<file path="src/inc/dsta_pkg.sv">
// shared constants and state types for the stream dma aligner
package dsta_pkg;
  // register byte offsets on the apb bus
  localparam logic [7:0] OFS_PAY_ADDR  = 8'h00;
  localparam logic [7:0] OFS_PAY_LEN   = 8'h04;
  localparam logic [7:0] OFS_FOOT_ADDR = 8'h08;
  localparam logic [7:0] OFS_STATUS    = 8'h0c;
  // reset values of the writable address registers
  localparam logic [31:0] RST_PAY_ADDR  = 32'h0000_0000;
  localparam logic [31:0] RST_FOOT_ADDR = 32'h0000_0000;
  // burst and line geometry, in words, footer length in bytes
  localparam logic [4:0] BURST_LAST = 5'h1f;
  localparam logic [4:0] LINE_LAST  = 5'h07;
  localparam logic [3:0] HDR_WORDS  = 4'h8;
  localparam logic [4:0] FOOT_KEEP  = 5'h03;
  localparam logic [7:0] FOOT_BYTES = 8'h20;
  // byte masks, one bit suppresses a lane
  localparam logic [3:0] MASK_PAD   = 4'hf;
  // transmit framing sequencer
  typedef enum logic [2:0] {
    TX_IDLE = 3'b000, TX_SOF = 3'b001, TX_HDR = 3'b010,
    TX_PBEG = 3'b011, TX_PAY = 3'b100, TX_PFIN = 3'b101,
    TX_FFIN = 3'b110
  } dsta_tx_t;
  // receive stream phase
  typedef enum logic [2:0] {
    RX_IDLE = 3'b000, RX_HDR = 3'b001, RX_WAIT = 3'b010,
    RX_BURST = 3'b011, RX_FOOT = 3'b100
  } dsta_rx_t;
  // receive word load sequencer
  typedef enum logic [1:0] {
    SH_IDLE = 2'b00, SH_EVEN = 2'b01, SH_ODD = 2'b10
  } dsta_sh_t;
endpackage

</file>
<file path="src/logic/dsta_top.sv">
// stream dma channel: transmit framing and receive byte aligner
`timescale 1ns/10ps
module dsta_top #(
  parameter int AW    = 32,
  parameter int LEN_W = 16
) (
  // clock and reset
  input  wire logic             pclk,
  input  wire logic             presetn,
  // apb slave
  input  wire logic             psel,
  input  wire logic             penable,
  input  wire logic             pwrite,
  input  wire logic [7:0]       paddr,
  input  wire logic [31:0]      pwdata,
  output logic      [31:0]      prdata,
  output logic                  pready,
  output logic                  pslverr,
  // port sequencer orders
  input  wire logic             tx_frame_start,
  input  wire logic             read_desc_done,
  input  wire logic             tx_more_words,
  input  wire logic             last_word_trigger,
  input  wire logic             rx_frame_start,
  input  wire logic             burst32_write_request,
  input  wire logic             line8_write_request,
  // transmit word source
  input  wire logic [31:0]      tx_word,
  input  wire logic             tx_word_valid,
  // transmit stream
  output logic      [31:0]      tx_data,
  output logic                  tx_src_rdy,
  input  wire logic             tx_dst_rdy,
  output logic                  tx_sof,
  output logic                  payload_start_marker,
  output logic                  payload_end_marker,
  output logic                  tx_eof,
  // receive stream
  input  wire logic [31:0]      rx_data,
  input  wire logic             rx_src_rdy,
  input  wire logic             rx_sop,
  output logic                  rx_dst_rdy,
  // memory write port
  output logic      [31:0]      write_word_even,
  output logic      [31:0]      write_word_odd,
  output logic      [3:0]       write_mask_even,
  output logic      [3:0]       write_mask_odd,
  output logic                  write_accept_even,
  output logic                  write_accept_odd
);
  // refuse widths the counters cannot serve
  if (AW < 8 || AW > 32 || LEN_W < 8 || LEN_W > 32) begin : g_bad
    $error("dsta_top: unsupported AW or LEN_W");
  end

  // mask of lanes outside [f, f+k), first byte is bit 3
  function automatic logic [3:0] lane_mask(input logic [1:0] f,
                                           input logic [2:0] k);
    logic [3:0] m;
    m = dsta_pkg::MASK_PAD;
    for (int j = 0; j < 4; j++) begin
      if (4'(j) >= {2'b00, f} && 4'(j) < 4'({2'b00, f}) + 4'(k)) begin
        m[3-j] = 1'b0;
      end
    end
    return m;
  endfunction

  // software registers
  logic [AW-1:0]    pay_addr_q;   // payload buffer byte address
  logic [LEN_W-1:0] pay_len_q;    // payload length in bytes
  logic [AW-1:0]    foot_addr_q;  // descriptor address for footer
  // state
  dsta_pkg::dsta_tx_t tx_st_q, tx_st_d;
  dsta_pkg::dsta_rx_t rx_st_q, rx_st_d;
  dsta_pkg::dsta_sh_t sh_q, sh_d;
  logic [3:0]       hdr_cnt_q, hdr_cnt_d; // header words forwarded
  logic [AW-1:0]    cur_q, cur_d; // next byte address to write
  logic [LEN_W-1:0] outl_q, outl_d; // bytes still to write
  logic [LEN_W-1:0] inl_q, inl_d; // bytes still to pull
  logic [63:0]      buf_q, buf_d; // aligner window, first byte on top
  logic [3:0]       nb_q, nb_d;   // bytes held in window
  logic [4:0]       slot_q;       // word slot within burst
  logic [AW-3:0]    base_q;       // word address of burst start
  logic             foot_q;       // footer pass in progress
  // aligner terms
  logic [AW-3:0]    wa;           // word address of current slot
  logic             pad;          // slot lies outside the data
  logic [1:0]       f;            // first valid lane
  logic [2:0]       room, k, pb, cons;
  logic             push, active, emit, last_slot;
  logic [63:0]      win;
  logic [3:0]       have, mask;
  logic [31:0]      word_out;
  logic [2:0]       shift_off;    // byte rotation of the payload
  logic             load_even, load_odd;

  // apb access: one wait-free answer in the access phase
  always_ff @(posedge pclk or negedge presetn) begin
    if (!presetn) begin
      pready  <= 1'b0;
      pslverr <= 1'b0;
      prdata  <= 32'h0000_0000;
    end else if (psel && !penable) begin
      pready  <= 1'b1;
      pslverr <= 1'b0;
      prdata  <= 32'h0000_0000;
      unique case (paddr)
        dsta_pkg::OFS_PAY_ADDR:  prdata <= 32'(pay_addr_q);
        dsta_pkg::OFS_PAY_LEN:   prdata <= 32'(pay_len_q);
        dsta_pkg::OFS_FOOT_ADDR: prdata <= 32'(foot_addr_q);
        dsta_pkg::OFS_STATUS: begin
          prdata <= {19'h0, (outl_q != '0), nb_q, sh_q,
                     rx_st_q, tx_st_q};
        end
        default: pslverr <= 1'b1;
      endcase
    end else begin
      pready  <= 1'b0;
      pslverr <= 1'b0;
    end
  end

  // apb register writes, taken at the access edge
  always_ff @(posedge pclk or negedge presetn) begin
    if (!presetn) begin
      pay_addr_q  <= AW'(dsta_pkg::RST_PAY_ADDR);
      pay_len_q   <= '0;
      foot_addr_q <= AW'(dsta_pkg::RST_FOOT_ADDR);
    end else if (psel && penable && pready && pwrite) begin
      if (paddr == dsta_pkg::OFS_PAY_ADDR) begin
        pay_addr_q <= AW'(pwdata);
      end
      if (paddr == dsta_pkg::OFS_PAY_LEN) begin
        pay_len_q <= LEN_W'(pwdata);
      end
      if (paddr == dsta_pkg::OFS_FOOT_ADDR) begin
        foot_addr_q <= AW'(pwdata);
      end
    end
  end

  // transmit sequencer next state
  always_comb begin
    tx_st_d = tx_st_q;
    unique case (tx_st_q)
      dsta_pkg::TX_IDLE: if (tx_frame_start) tx_st_d = dsta_pkg::TX_SOF;
      dsta_pkg::TX_SOF:  if (tx_dst_rdy) tx_st_d = dsta_pkg::TX_HDR;
      dsta_pkg::TX_HDR:  if (read_desc_done) tx_st_d = dsta_pkg::TX_PBEG;
      dsta_pkg::TX_PBEG: begin
        tx_st_d = tx_more_words ? dsta_pkg::TX_PAY : dsta_pkg::TX_PFIN;
      end
      dsta_pkg::TX_PAY:  if (last_word_trigger) tx_st_d = dsta_pkg::TX_PFIN;
      dsta_pkg::TX_PFIN: tx_st_d = dsta_pkg::TX_FFIN;
      dsta_pkg::TX_FFIN: tx_st_d = dsta_pkg::TX_IDLE;
      default:           tx_st_d = dsta_pkg::TX_IDLE;
    endcase
  end

  // header words taken once this edge has passed
  always_comb begin
    hdr_cnt_d = hdr_cnt_q;
    if (tx_st_q == dsta_pkg::TX_SOF) begin
      hdr_cnt_d = 4'h0;
    end else if (tx_src_rdy && tx_dst_rdy &&
                 tx_st_q == dsta_pkg::TX_HDR &&
                 hdr_cnt_q != dsta_pkg::HDR_WORDS) begin
      hdr_cnt_d = hdr_cnt_q + 4'h1;
    end
  end

  // transmit state, markers and data, all registered
  always_ff @(posedge pclk or negedge presetn) begin
    if (!presetn) begin
      tx_st_q              <= dsta_pkg::TX_IDLE;
      hdr_cnt_q            <= 4'h0;
      tx_data              <= 32'h0000_0000;
      tx_src_rdy           <= 1'b0;
      tx_sof               <= 1'b0;
      payload_start_marker <= 1'b0;
      payload_end_marker   <= 1'b0;
      tx_eof               <= 1'b0;
    end else begin
      tx_st_q   <= tx_st_d;
      hdr_cnt_q <= hdr_cnt_d;
      if (!tx_src_rdy || tx_dst_rdy) begin
        tx_data    <= tx_word;
        // stop offering once the eighth word is taken
        tx_src_rdy <= tx_word_valid &&
                      ((tx_st_d == dsta_pkg::TX_HDR &&
                        hdr_cnt_d != dsta_pkg::HDR_WORDS) ||
                       tx_st_d == dsta_pkg::TX_PBEG ||
                       tx_st_d == dsta_pkg::TX_PAY);
      end
      tx_sof               <= tx_st_d == dsta_pkg::TX_SOF;
      payload_start_marker <= tx_st_d == dsta_pkg::TX_PBEG;
      payload_end_marker   <= tx_st_d == dsta_pkg::TX_PFIN;
      tx_eof               <= tx_st_d == dsta_pkg::TX_FFIN;
    end
  end

  // receive aligner datapath
  always_comb begin
    shift_off = pay_addr_q[2:0];
    wa        = base_q + (AW-2)'(slot_q);
    active    = rx_st_q == dsta_pkg::RX_BURST ||
                rx_st_q == dsta_pkg::RX_FOOT;
    pad       = outl_q == '0 || wa < cur_q[AW-1:2];
    f         = cur_q[1:0];
    room      = 3'd4 - {1'b0, f};
    k         = (outl_q < LEN_W'(room)) ? outl_q[2:0] : room;
    pb        = (inl_q >= LEN_W'(4)) ? 3'd4 : inl_q[2:0];
    // header words are dropped until payload start
    push      = rx_dst_rdy && rx_src_rdy &&
                (rx_st_q != dsta_pkg::RX_HDR || rx_sop);
    // new word appended after held bytes
    win       = push ? (buf_q | ({rx_data, 32'h0} >> {nb_q[2:0], 3'b000}))
                     : buf_q;
    have      = nb_q + (push ? {1'b0, pb} : 4'h0);
    emit      = active && (pad || have >= {1'b0, k});
    cons      = (emit && !pad) ? k : 3'd0;
    // rotate first byte into lane f
    word_out  = win[63:32] >> {f, 3'b000};
    mask      = pad ? dsta_pkg::MASK_PAD : lane_mask(f, k);
    if (foot_q && slot_q < dsta_pkg::FOOT_KEEP) begin
      mask = dsta_pkg::MASK_PAD;
    end
    buf_d     = win << {cons, 3'b000};
    nb_d      = have - {1'b0, cons};
    cur_d     = cur_q + AW'(cons);
    outl_d    = outl_q - LEN_W'(cons);
    inl_d     = inl_q - (push ? LEN_W'(pb) : '0);
    last_slot = slot_q == (foot_q ? dsta_pkg::LINE_LAST
                                  : dsta_pkg::BURST_LAST);
  end

  // receive phase sequencer
  always_comb begin
    rx_st_d = rx_st_q;
    unique case (rx_st_q)
      dsta_pkg::RX_IDLE: if (rx_frame_start) rx_st_d = dsta_pkg::RX_HDR;
      dsta_pkg::RX_HDR:  if (push) rx_st_d = dsta_pkg::RX_WAIT;
      dsta_pkg::RX_WAIT: begin
        if (line8_write_request) begin
          rx_st_d = dsta_pkg::RX_FOOT;
        end else if (burst32_write_request) begin
          rx_st_d = dsta_pkg::RX_BURST;
        end
      end
      dsta_pkg::RX_BURST: if (emit && last_slot) rx_st_d = dsta_pkg::RX_WAIT;
      dsta_pkg::RX_FOOT:  if (emit && last_slot) rx_st_d = dsta_pkg::RX_IDLE;
      default:            rx_st_d = dsta_pkg::RX_IDLE;
    endcase
  end

  // receive counters, window and slot position
  always_ff @(posedge pclk or negedge presetn) begin
    if (!presetn) begin
      rx_st_q <= dsta_pkg::RX_IDLE;
      cur_q   <= '0;
      outl_q  <= '0;
      inl_q   <= '0;
      buf_q   <= 64'h0;
      nb_q    <= 4'h0;
      slot_q  <= 5'h00;
      base_q  <= '0;
      foot_q  <= 1'b0;
    end else begin
      rx_st_q <= rx_st_d;
      buf_q   <= buf_d;
      nb_q    <= nb_d;
      cur_q   <= cur_d;
      outl_q  <= outl_d;
      inl_q   <= inl_d;
      if (emit) begin
        slot_q <= last_slot ? 5'h00 : slot_q + 5'h01;
      end
      if (rx_st_q == dsta_pkg::RX_IDLE && rx_frame_start) begin
        // low three address bits are the shift offset
        cur_q  <= {pay_addr_q[AW-1:3], shift_off};
        outl_q <= pay_len_q;
        inl_q  <= pay_len_q;
        foot_q <= 1'b0;
        buf_q  <= 64'h0;
        nb_q   <= 4'h0;
      end else if (rx_st_q == dsta_pkg::RX_WAIT && line8_write_request) begin
        cur_q  <= foot_addr_q;
        base_q <= foot_addr_q[AW-1:2];
        outl_q <= LEN_W'(dsta_pkg::FOOT_BYTES);
        inl_q  <= LEN_W'(dsta_pkg::FOOT_BYTES);
        foot_q <= 1'b1;
        buf_q  <= 64'h0;
        nb_q   <= 4'h0;
        slot_q <= 5'h00;
      end else if (rx_st_q == dsta_pkg::RX_WAIT && burst32_write_request) begin
        base_q <= {cur_q[AW-1:7], 5'h00};
        slot_q <= 5'h00;
      end
    end
  end

  // word load sequencer
  always_comb begin
    sh_d = sh_q;
    unique case (sh_q)
      dsta_pkg::SH_IDLE: begin
        if (rx_st_q == dsta_pkg::RX_IDLE && rx_frame_start) begin
          sh_d = dsta_pkg::SH_EVEN;
        end
      end
      dsta_pkg::SH_EVEN: if (push) sh_d = dsta_pkg::SH_ODD;
      dsta_pkg::SH_ODD:  if (push) sh_d = dsta_pkg::SH_EVEN;
      default:           sh_d = dsta_pkg::SH_IDLE;
    endcase
    if (rx_st_q == dsta_pkg::RX_WAIT && line8_write_request) begin
      sh_d = dsta_pkg::SH_EVEN;
    end
    if (foot_q && rx_st_d == dsta_pkg::RX_IDLE) begin
      sh_d = dsta_pkg::SH_IDLE;
    end
  end

  assign load_even = push && sh_q == dsta_pkg::SH_EVEN;
  assign load_odd  = push && sh_q == dsta_pkg::SH_ODD;

  // load sequencer state and stream ready
  always_ff @(posedge pclk or negedge presetn) begin
    if (!presetn) begin
      sh_q       <= dsta_pkg::SH_IDLE;
      rx_dst_rdy <= 1'b0;
    end else begin
      sh_q <= sh_d;
      // header drained, payload pulled while window has room
      rx_dst_rdy <= rx_st_d == dsta_pkg::RX_HDR ||
                    ((rx_st_d == dsta_pkg::RX_BURST ||
                      rx_st_d == dsta_pkg::RX_FOOT) &&
                     nb_d < 4'h4 && inl_d != '0 &&
                     !(rx_st_q == dsta_pkg::RX_WAIT && line8_write_request));
    end
  end

  // memory write port, parity of slot address picks the register
  always_ff @(posedge pclk or negedge presetn) begin
    if (!presetn) begin
      write_word_even   <= 32'h0000_0000;
      write_word_odd    <= 32'h0000_0000;
      write_mask_even   <= dsta_pkg::MASK_PAD;
      write_mask_odd    <= dsta_pkg::MASK_PAD;
      write_accept_even <= 1'b0;
      write_accept_odd  <= 1'b0;
    end else begin
      write_accept_even <= emit && !wa[0];
      write_accept_odd  <= emit && wa[0];
      if (emit && !wa[0]) begin
        write_word_even <= word_out;
        write_mask_even <= mask;
      end
      // data for odd slots shares the same window
      if (emit && wa[0]) begin
        write_word_odd <= word_out;
        write_mask_odd <= mask;
      end
    end
  end
endmodule // dsta_top

</file>
<file path="config.mk">
export PLATFORM = sky130hd
export DESIGN_NAME = dsta_top
export DESIGN_NICKNAME = d
export VERILOG_FILES = /design/src/inc/dsta_pkg.sv /design/src/logic/dsta_top.sv
export SDC_FILE = /design/constraint.sdc
export NUM_CORES = 1
export LEC_CHECK = 0
export BUFFER_PORTS_ARGS = -buffer_cell sky130_fd_sc_hd__buf_2
export CAP_MARGIN = 20
export CORE_MARGIN = 1
export CORE_UTILIZATION = 32
export DETAILED_ROUTE_END_ITERATION = 10
export HOLD_SLACK_MARGIN = 0.1
export PLACE_DENSITY = 0.55
export SLEW_MARGIN = 0
export SYNTH_ARGS = -nofsm -noshare
export SYNTH_HDL_FRONTEND = slang
export SYNTH_SLANG_ARGS = --single-unit
export TNS_END_PERCENT = 5
</file>
<file path="constraint.sdc">
create_clock -name pclk -period 15 [get_ports pclk]
set_input_delay 3 -clock pclk [delete_from_list [all_inputs] [get_ports pclk]]
set_output_delay 3 -clock pclk [all_outputs]
set_load 0.01 [all_outputs]
</file>
**Yosys cells after proc, flatten, opt, wreduce, memory -nomap -nowiden**

Cells that the tools add are included.

- $add $sub $neg: 10
- Bitwise gates (word level): 2
- Equal/unequal tests: 30
- Muxes and demuxes: 57
- Shift operators: 3
- Reductions and logical operators: 57
- Magnitude comparators: 13

Operators with widths:

| operator | count |
|---|---|
| 64-bit two-way mux | 3 |
| 32-bit one-hot mux with 4 select lines | 1 |
| 16-bit two-way mux | 4 |
| 32-bit two-way mux | 2 |
| 64-bit bitwise OR | 1 |
| 64-bit by 6-bit left shift with 64-bit output | 1 |
| 64-bit by 6-bit right shift with 64-bit output | 1 |
| 30-bit two-way mux | 2 |
| 3-bit two-way mux | 15 |
| 32-bit by 3-bit adder with 32-bit output | 1 |
| 16-bit nonzero test | 2 |
| 32-bit by 5-bit right shift with 32-bit output | 1 |
| 16-bit by 3-bit subtractor with 16-bit output | 2 |
| 30-bit by 5-bit adder with 30-bit output | 1 |
| 30-bit < comparator | 1 |
| 5-bit two-way mux | 6 |
| 1-bit logical AND | 27 |
| 4-bit two-way mux | 6 |
| 3-bit by 2-bit equality test with 1-bit output (second input constant) | 7 |
| 3-bit equality test (second input constant) | 7 |
| 4-bit inequality test (second input constant) | 5 |
| 3-bit one-hot mux with 6 select lines | 1 |
| 8-bit by 4-bit equality test with 1-bit output (second input constant) | 2 |
| 16-bit by 3-bit greater-or-equal comparator with 1-bit output (second input constant) | 1 |
| 35 further kinds | 72 |

- Logic and storage cells: 203
- Bits of input ports: 120
- Output and inout bits: 146
- Register bits after elaboration: 406

**Longest topological paths before layout**

- Depth after elaboration: 17
- Gate-level depth with buffers: 33
- Gate-level depth less buffers: 27

**Least setup slack after synthesis**

OpenSTA, ideal clock, no wires.

- Kind: input port to flip-flop
- From: in rx_sop
- To: reg cur_q[26]
- Cell stages on the path: 26
- Path buffers: 4
- Arrival time: 8.162 ns
- Library setup time: 0.137 ns
- Slack: 6.701 ns
- Required time: 14.863 ns
- Path through: or4b_1 > and3_1 > clkbuf_1 > clkbuf_1 > nand2_1 > inv_1 > ha_1 > xnor2_1 > ha_1 > inv_1 > o221a_2 > a2111oi_0 > a21oi_2 > clkbuf_1 > buf_2 > nor2_1 > ha_1 > fa_1 > a21o_1 > nor3b_1 > and3_1 > and3_1 > nand2_1 > nor3_1 > xnor2_1 > a21oi_1

- Longest elaborated chain between the ends: 12

Ends and longest elaborated chain:

| element | RTL line | source |
|---|---|---|
| from (decl) | dsta_top.sv:41 | `input wire logic rx_sop,` |
| 1-bit logical OR | dsta_top.sv:215 | `(rx_st_q != dsta_pkg::RX_HDR \|\| rx_sop);` |
| 1-bit logical AND | dsta_top.sv:214 | `push = rx_dst_rdy && rx_src_rdy &&` |
| 3-bit two-way mux | dsta_top.sv:219 | `have = nb_q + (push ? {1'b0, pb} : 4'h0);` |
| 4-bit by 3-bit adder with 4-bit output | dsta_top.sv:219 |  |
| 4-bit by 3-bit greater-or-equal comparator with 1-bit output | dsta_top.sv:220 | `emit = active && (pad \|\| have >= {1'b0, k});` |
| 1-bit logical OR | dsta_top.sv:220 |  |
| 1-bit logical AND | dsta_top.sv:220 |  |
| 1-bit logical AND | dsta_top.sv:221 | `cons = (emit && !pad) ? k : 3'd0;` |
| 3-bit two-way mux | dsta_top.sv:221 |  |
| 32-bit by 3-bit adder with 32-bit output | dsta_top.sv:230 | `cur_d = cur_q + AW'(cons);` |
| 32-bit two-way mux | dsta_top.sv:286 | `end else if (rx_st_q == dsta_pkg::RX_WAIT && line8_write_request) begin` |
| 32-bit two-way mux | dsta_top.sv:278 | `if (rx_st_q == dsta_pkg::RX_IDLE && rx_frame_start) begin` |
| to (signal assigned) | dsta_top.sv:272 | `cur_q <= cur_d;` |
| to (signal assigned) | dsta_top.sv:280 | `cur_q <= {pay_addr_q[AW-1:3], shift_off};` |
| to (signal assigned) | dsta_top.sv:287 | `cur_q <= foot_addr_q;` |
| to (decl) | dsta_top.sv:78 | `logic [AW-1:0] cur_q, cur_d;` |

No other way between the ends.
A chain may end at the register's enable or synchronous reset.

**Final worst setup path**

Ends and elaborated chain as after synthesis.

==> impl_metrics.json <==
{
  "synth_largest_area_cell": "dfrtp_1",
  "drc": 0,
  "die_h_um": 265.2,
  "tightest_slew_ns": 1.050,
  "synthFlopType": "dfrtp_1",
  "wl_per_cell_um": 20.52,
  "drive_gt1_share_pct": 24.00,
  "route.vias.total": 18110,
  "syn_avg_cell_area_um2": 9.942,
  "die-area_um2": 70340,
  "clk_pin_slew_worst_paths_ns": 0.06,
  "grt_overflow_total": 0,
  "place_hpwl_um": 49820,
  "grt_antenna_before_repair": 7,
  "cts_buffers": 47,
  "finalMaxSlewViolations": 0,
  "path_class": "primary input to register",
  "synthArstFlopShare_pct": 100.0,
  "timing.final.ws_setup_ns": 6.407,
  "post_cts_buffers": 0,
  "drtIter0Drc": 1427,
  "grt_setup_unrepaired": "no",
  "pre_cts_ws_ns": 5.844,
  "relSlewSlack_pct": 29.39,
  "synth_most_common_cell": "dfrtp_1",
  "arrival_ns": 9.00,
  "finalHoldViolCount": 0,
  "crit_fanout": 34,
  "ir_drop_mv": 0.1485,
  "grt_max_degree": 175,
  "synth_area_um2": 22170,
  "grt_pass1_vias": 18130,
  "period_share_pct": 57.29,
  "synth_seq_cells": 406,
  "total_power_w": 0.005376,
  "skew_ns": 0.02333,
  "ys_types": 80,
  "cts_resized": 0,
  "place_congestion": 0.8865,
  "fin_setup_tns_ns": 0,
  "final_util_pct": 38.09,
  "p_per_area_nw_per_um2": 205.8,
  "synth.net_count": 2419,
  "grt_usage_pct": 19.77,
  "clock_sinks": 406,
  "core_area_um2": 68590,
  "cts_tree": "yes",
  "leakagePower_nw": 12.12,
  "dr.pass1.iters": 5,
  "layout.nets": 2639,
  "hold_class": "register to register",
  "htree_num_levels": 2,
  "ys_seq_area_share_pct": 45.87,
  "synth_area_leaders": "dfrtp_1, mux2_2, nor2_1",
  "synth_edf_count": 0,
  "cp-start-kind": "primary input",
  "syn_to_final_growth_pct": 17.84,
  "fmax_mhz": 116.4,
  "synth_cells": 2230,
  "finalSetupViolations": 0,
  "routed_wl_um": 70210,
  "max_cap_viol_count": 0,
  "insertion_delay_ns": 0.59,
  "start_util_pct": 32.33,
  "core.rowCount": 96,
  "ioPinCount": 266,
  "fillers": 6815,
  "ant_nets": 0,
  "io_buffers": 265,
  "cp-end-kind": "register",
  "worstPathRequired_ns": 15.41,
  "viasPerCell": 5.292,
  "dieWidth_um": 265.2,
  "cts-root-buf": "clkbuf_16",
  "finalCriticalPeriod_ns": 8.593,
  "status": "completed",
  "cts_max_path_buffers": 3,
  "hold_slack_ns": 0.4707,
  "grt_pass1_wl_um": 109500,
  "yosys_warnings": 0,
  "synthTopCellsByCount": "dfrtp_1, nor2_1, nand2_1, mux2_2, a21oi_1",
  "holdBufCountCts": 0,
  "netlist.area_leader.share_pct": 44.92
}
-- final cells by class --
class	count	area (µm²)	share of cell area, %
antenna	3	7.507	0.02873
clock buffer	59	1334	5.105
clock inverter	28	330.3	1.264
inverter	78	292.8	1.121
multi-input combinational	1617	11170	42.77
sequential	406	10170	38.93
tap	931	1165	4.459
timing repair buffer	300	1652	6.322
-- through the flow --
step | cell area, µm² | cells
floorplan | 22170 | 2230
finish | 26130 | 3422
detailed placement | 24390 | 3329
global route | 26130 | 3422
global placement | 24390 | 3329
CTS | 26060 | 3416
-- worst paths after layout --
path                       slack (ns)  cells past startpoint                 end          startpoint
hold / removal                   0.47                      2  write_word_odd[30]  write_word_odd[30]
hold reg to reg                  0.47                      2  write_word_odd[30]  write_word_odd[30]
setup reg to reg                 6.84                     30           cur_q[26]            cur_q[1]
setup / recovery                 6.41                     25           cur_q[26]              rx_sop
max in group asynchronous       10.29                      3             nb_q[0]             presetn
min in group asynchronous        2.43                      1          prdata[21]             presetn
-- cell usage in the layout (no fill, tap or decap), types with 66 or more instances in the layout --
master,n
xnor2_1,66
buf_2,264
o21ai_0,114
nand2_1,210
mux2i_1,81
a21oi_1,124
dfrtp_1,397
inv_1,74
mux2_2,146
nor2_1,235
-- registers in the layout, indices dropped and copies added (netlist names), 5 cells and up --
| name | count |
|---|---|
| pay_addr_q | 32 |
| pay_len_q | 16 |
| tx_data | 32 |
| inl_q | 16 |
| buf_q | 64 |
| outl_q | 16 |
| write_word_even | 32 |
| base_q | 30 |
| foot_addr_q | 32 |
| cur_q | 32 |
| prdata | 32 |
| write_word_odd | 32 |
| slot_q | 5 |
-- logic make-up (layout without fill, tap and decap cells) --
kind of cell | Yosys count | count (layout) | share of synthesized area, %
multiplexers | 244 | 244 | 12.58
adder cells (fa/ha/maj) | 69 | 69 | 4.131
buffers and inverters | 207 | 465 | 3.990
flip-flops | 406 | 406 | 45.87
XOR/XNOR | 90 | 90 | 3.555
AO/OA/AOI/OAI | 548 | 548 | 16.27
other | 0 | 3 | 0
AND/OR/NAND/NOR | 666 | 666 | 13.60
-- critical path, stage by stage --
cell and delay, ns:
buf_2 0.10, or4b_1 0.49, nand3_1 0.28, nor3_1 0.12
ha_1 0.22, inv_1 0.07, fa_1 0.40, inv_1 0.15
ha_1 0.15, a21oi_1 0.09, o221a_2 0.29, a2111oi_0 0.66
a21oi_2 0.07, buf_4 0.30, nor2_1 0.31, ha_1 0.25
fa_1 0.22, a21o_1 0.18, nor3b_1 0.36, and3_1 0.38
and3_1 0.23, nand2_1 0.14, nor3_1 0.27, xnor2_1 0.15
a21oi_1 0.09
-- power by group --
part	internal, W	leakage (nW)	total (W)	switching (W)
Sequential	0.00139	5.33	0.00164	0.000253
Combinational	0.000915	5.96	0.00249	0.00158
Clock	0.000750	0.828	0.00124	0.000489
-- metal layers --
| layer | share of wire [%] | global-route usage (%) | up-vias |
|---|---|---|---|
| met5 | 0.047 | 0 | - |
| met4 | 2.5 | 5.780 | 6 |
| met3 | 5.5 | 3.444 | 110 |
| met2 | 47 | 31.63 | 522 |
| met1 | 45 | 27.30 | 9014 |
| li1 | - | - | 8457 |
Note: power is estimated with default switching activity, not from simulation.
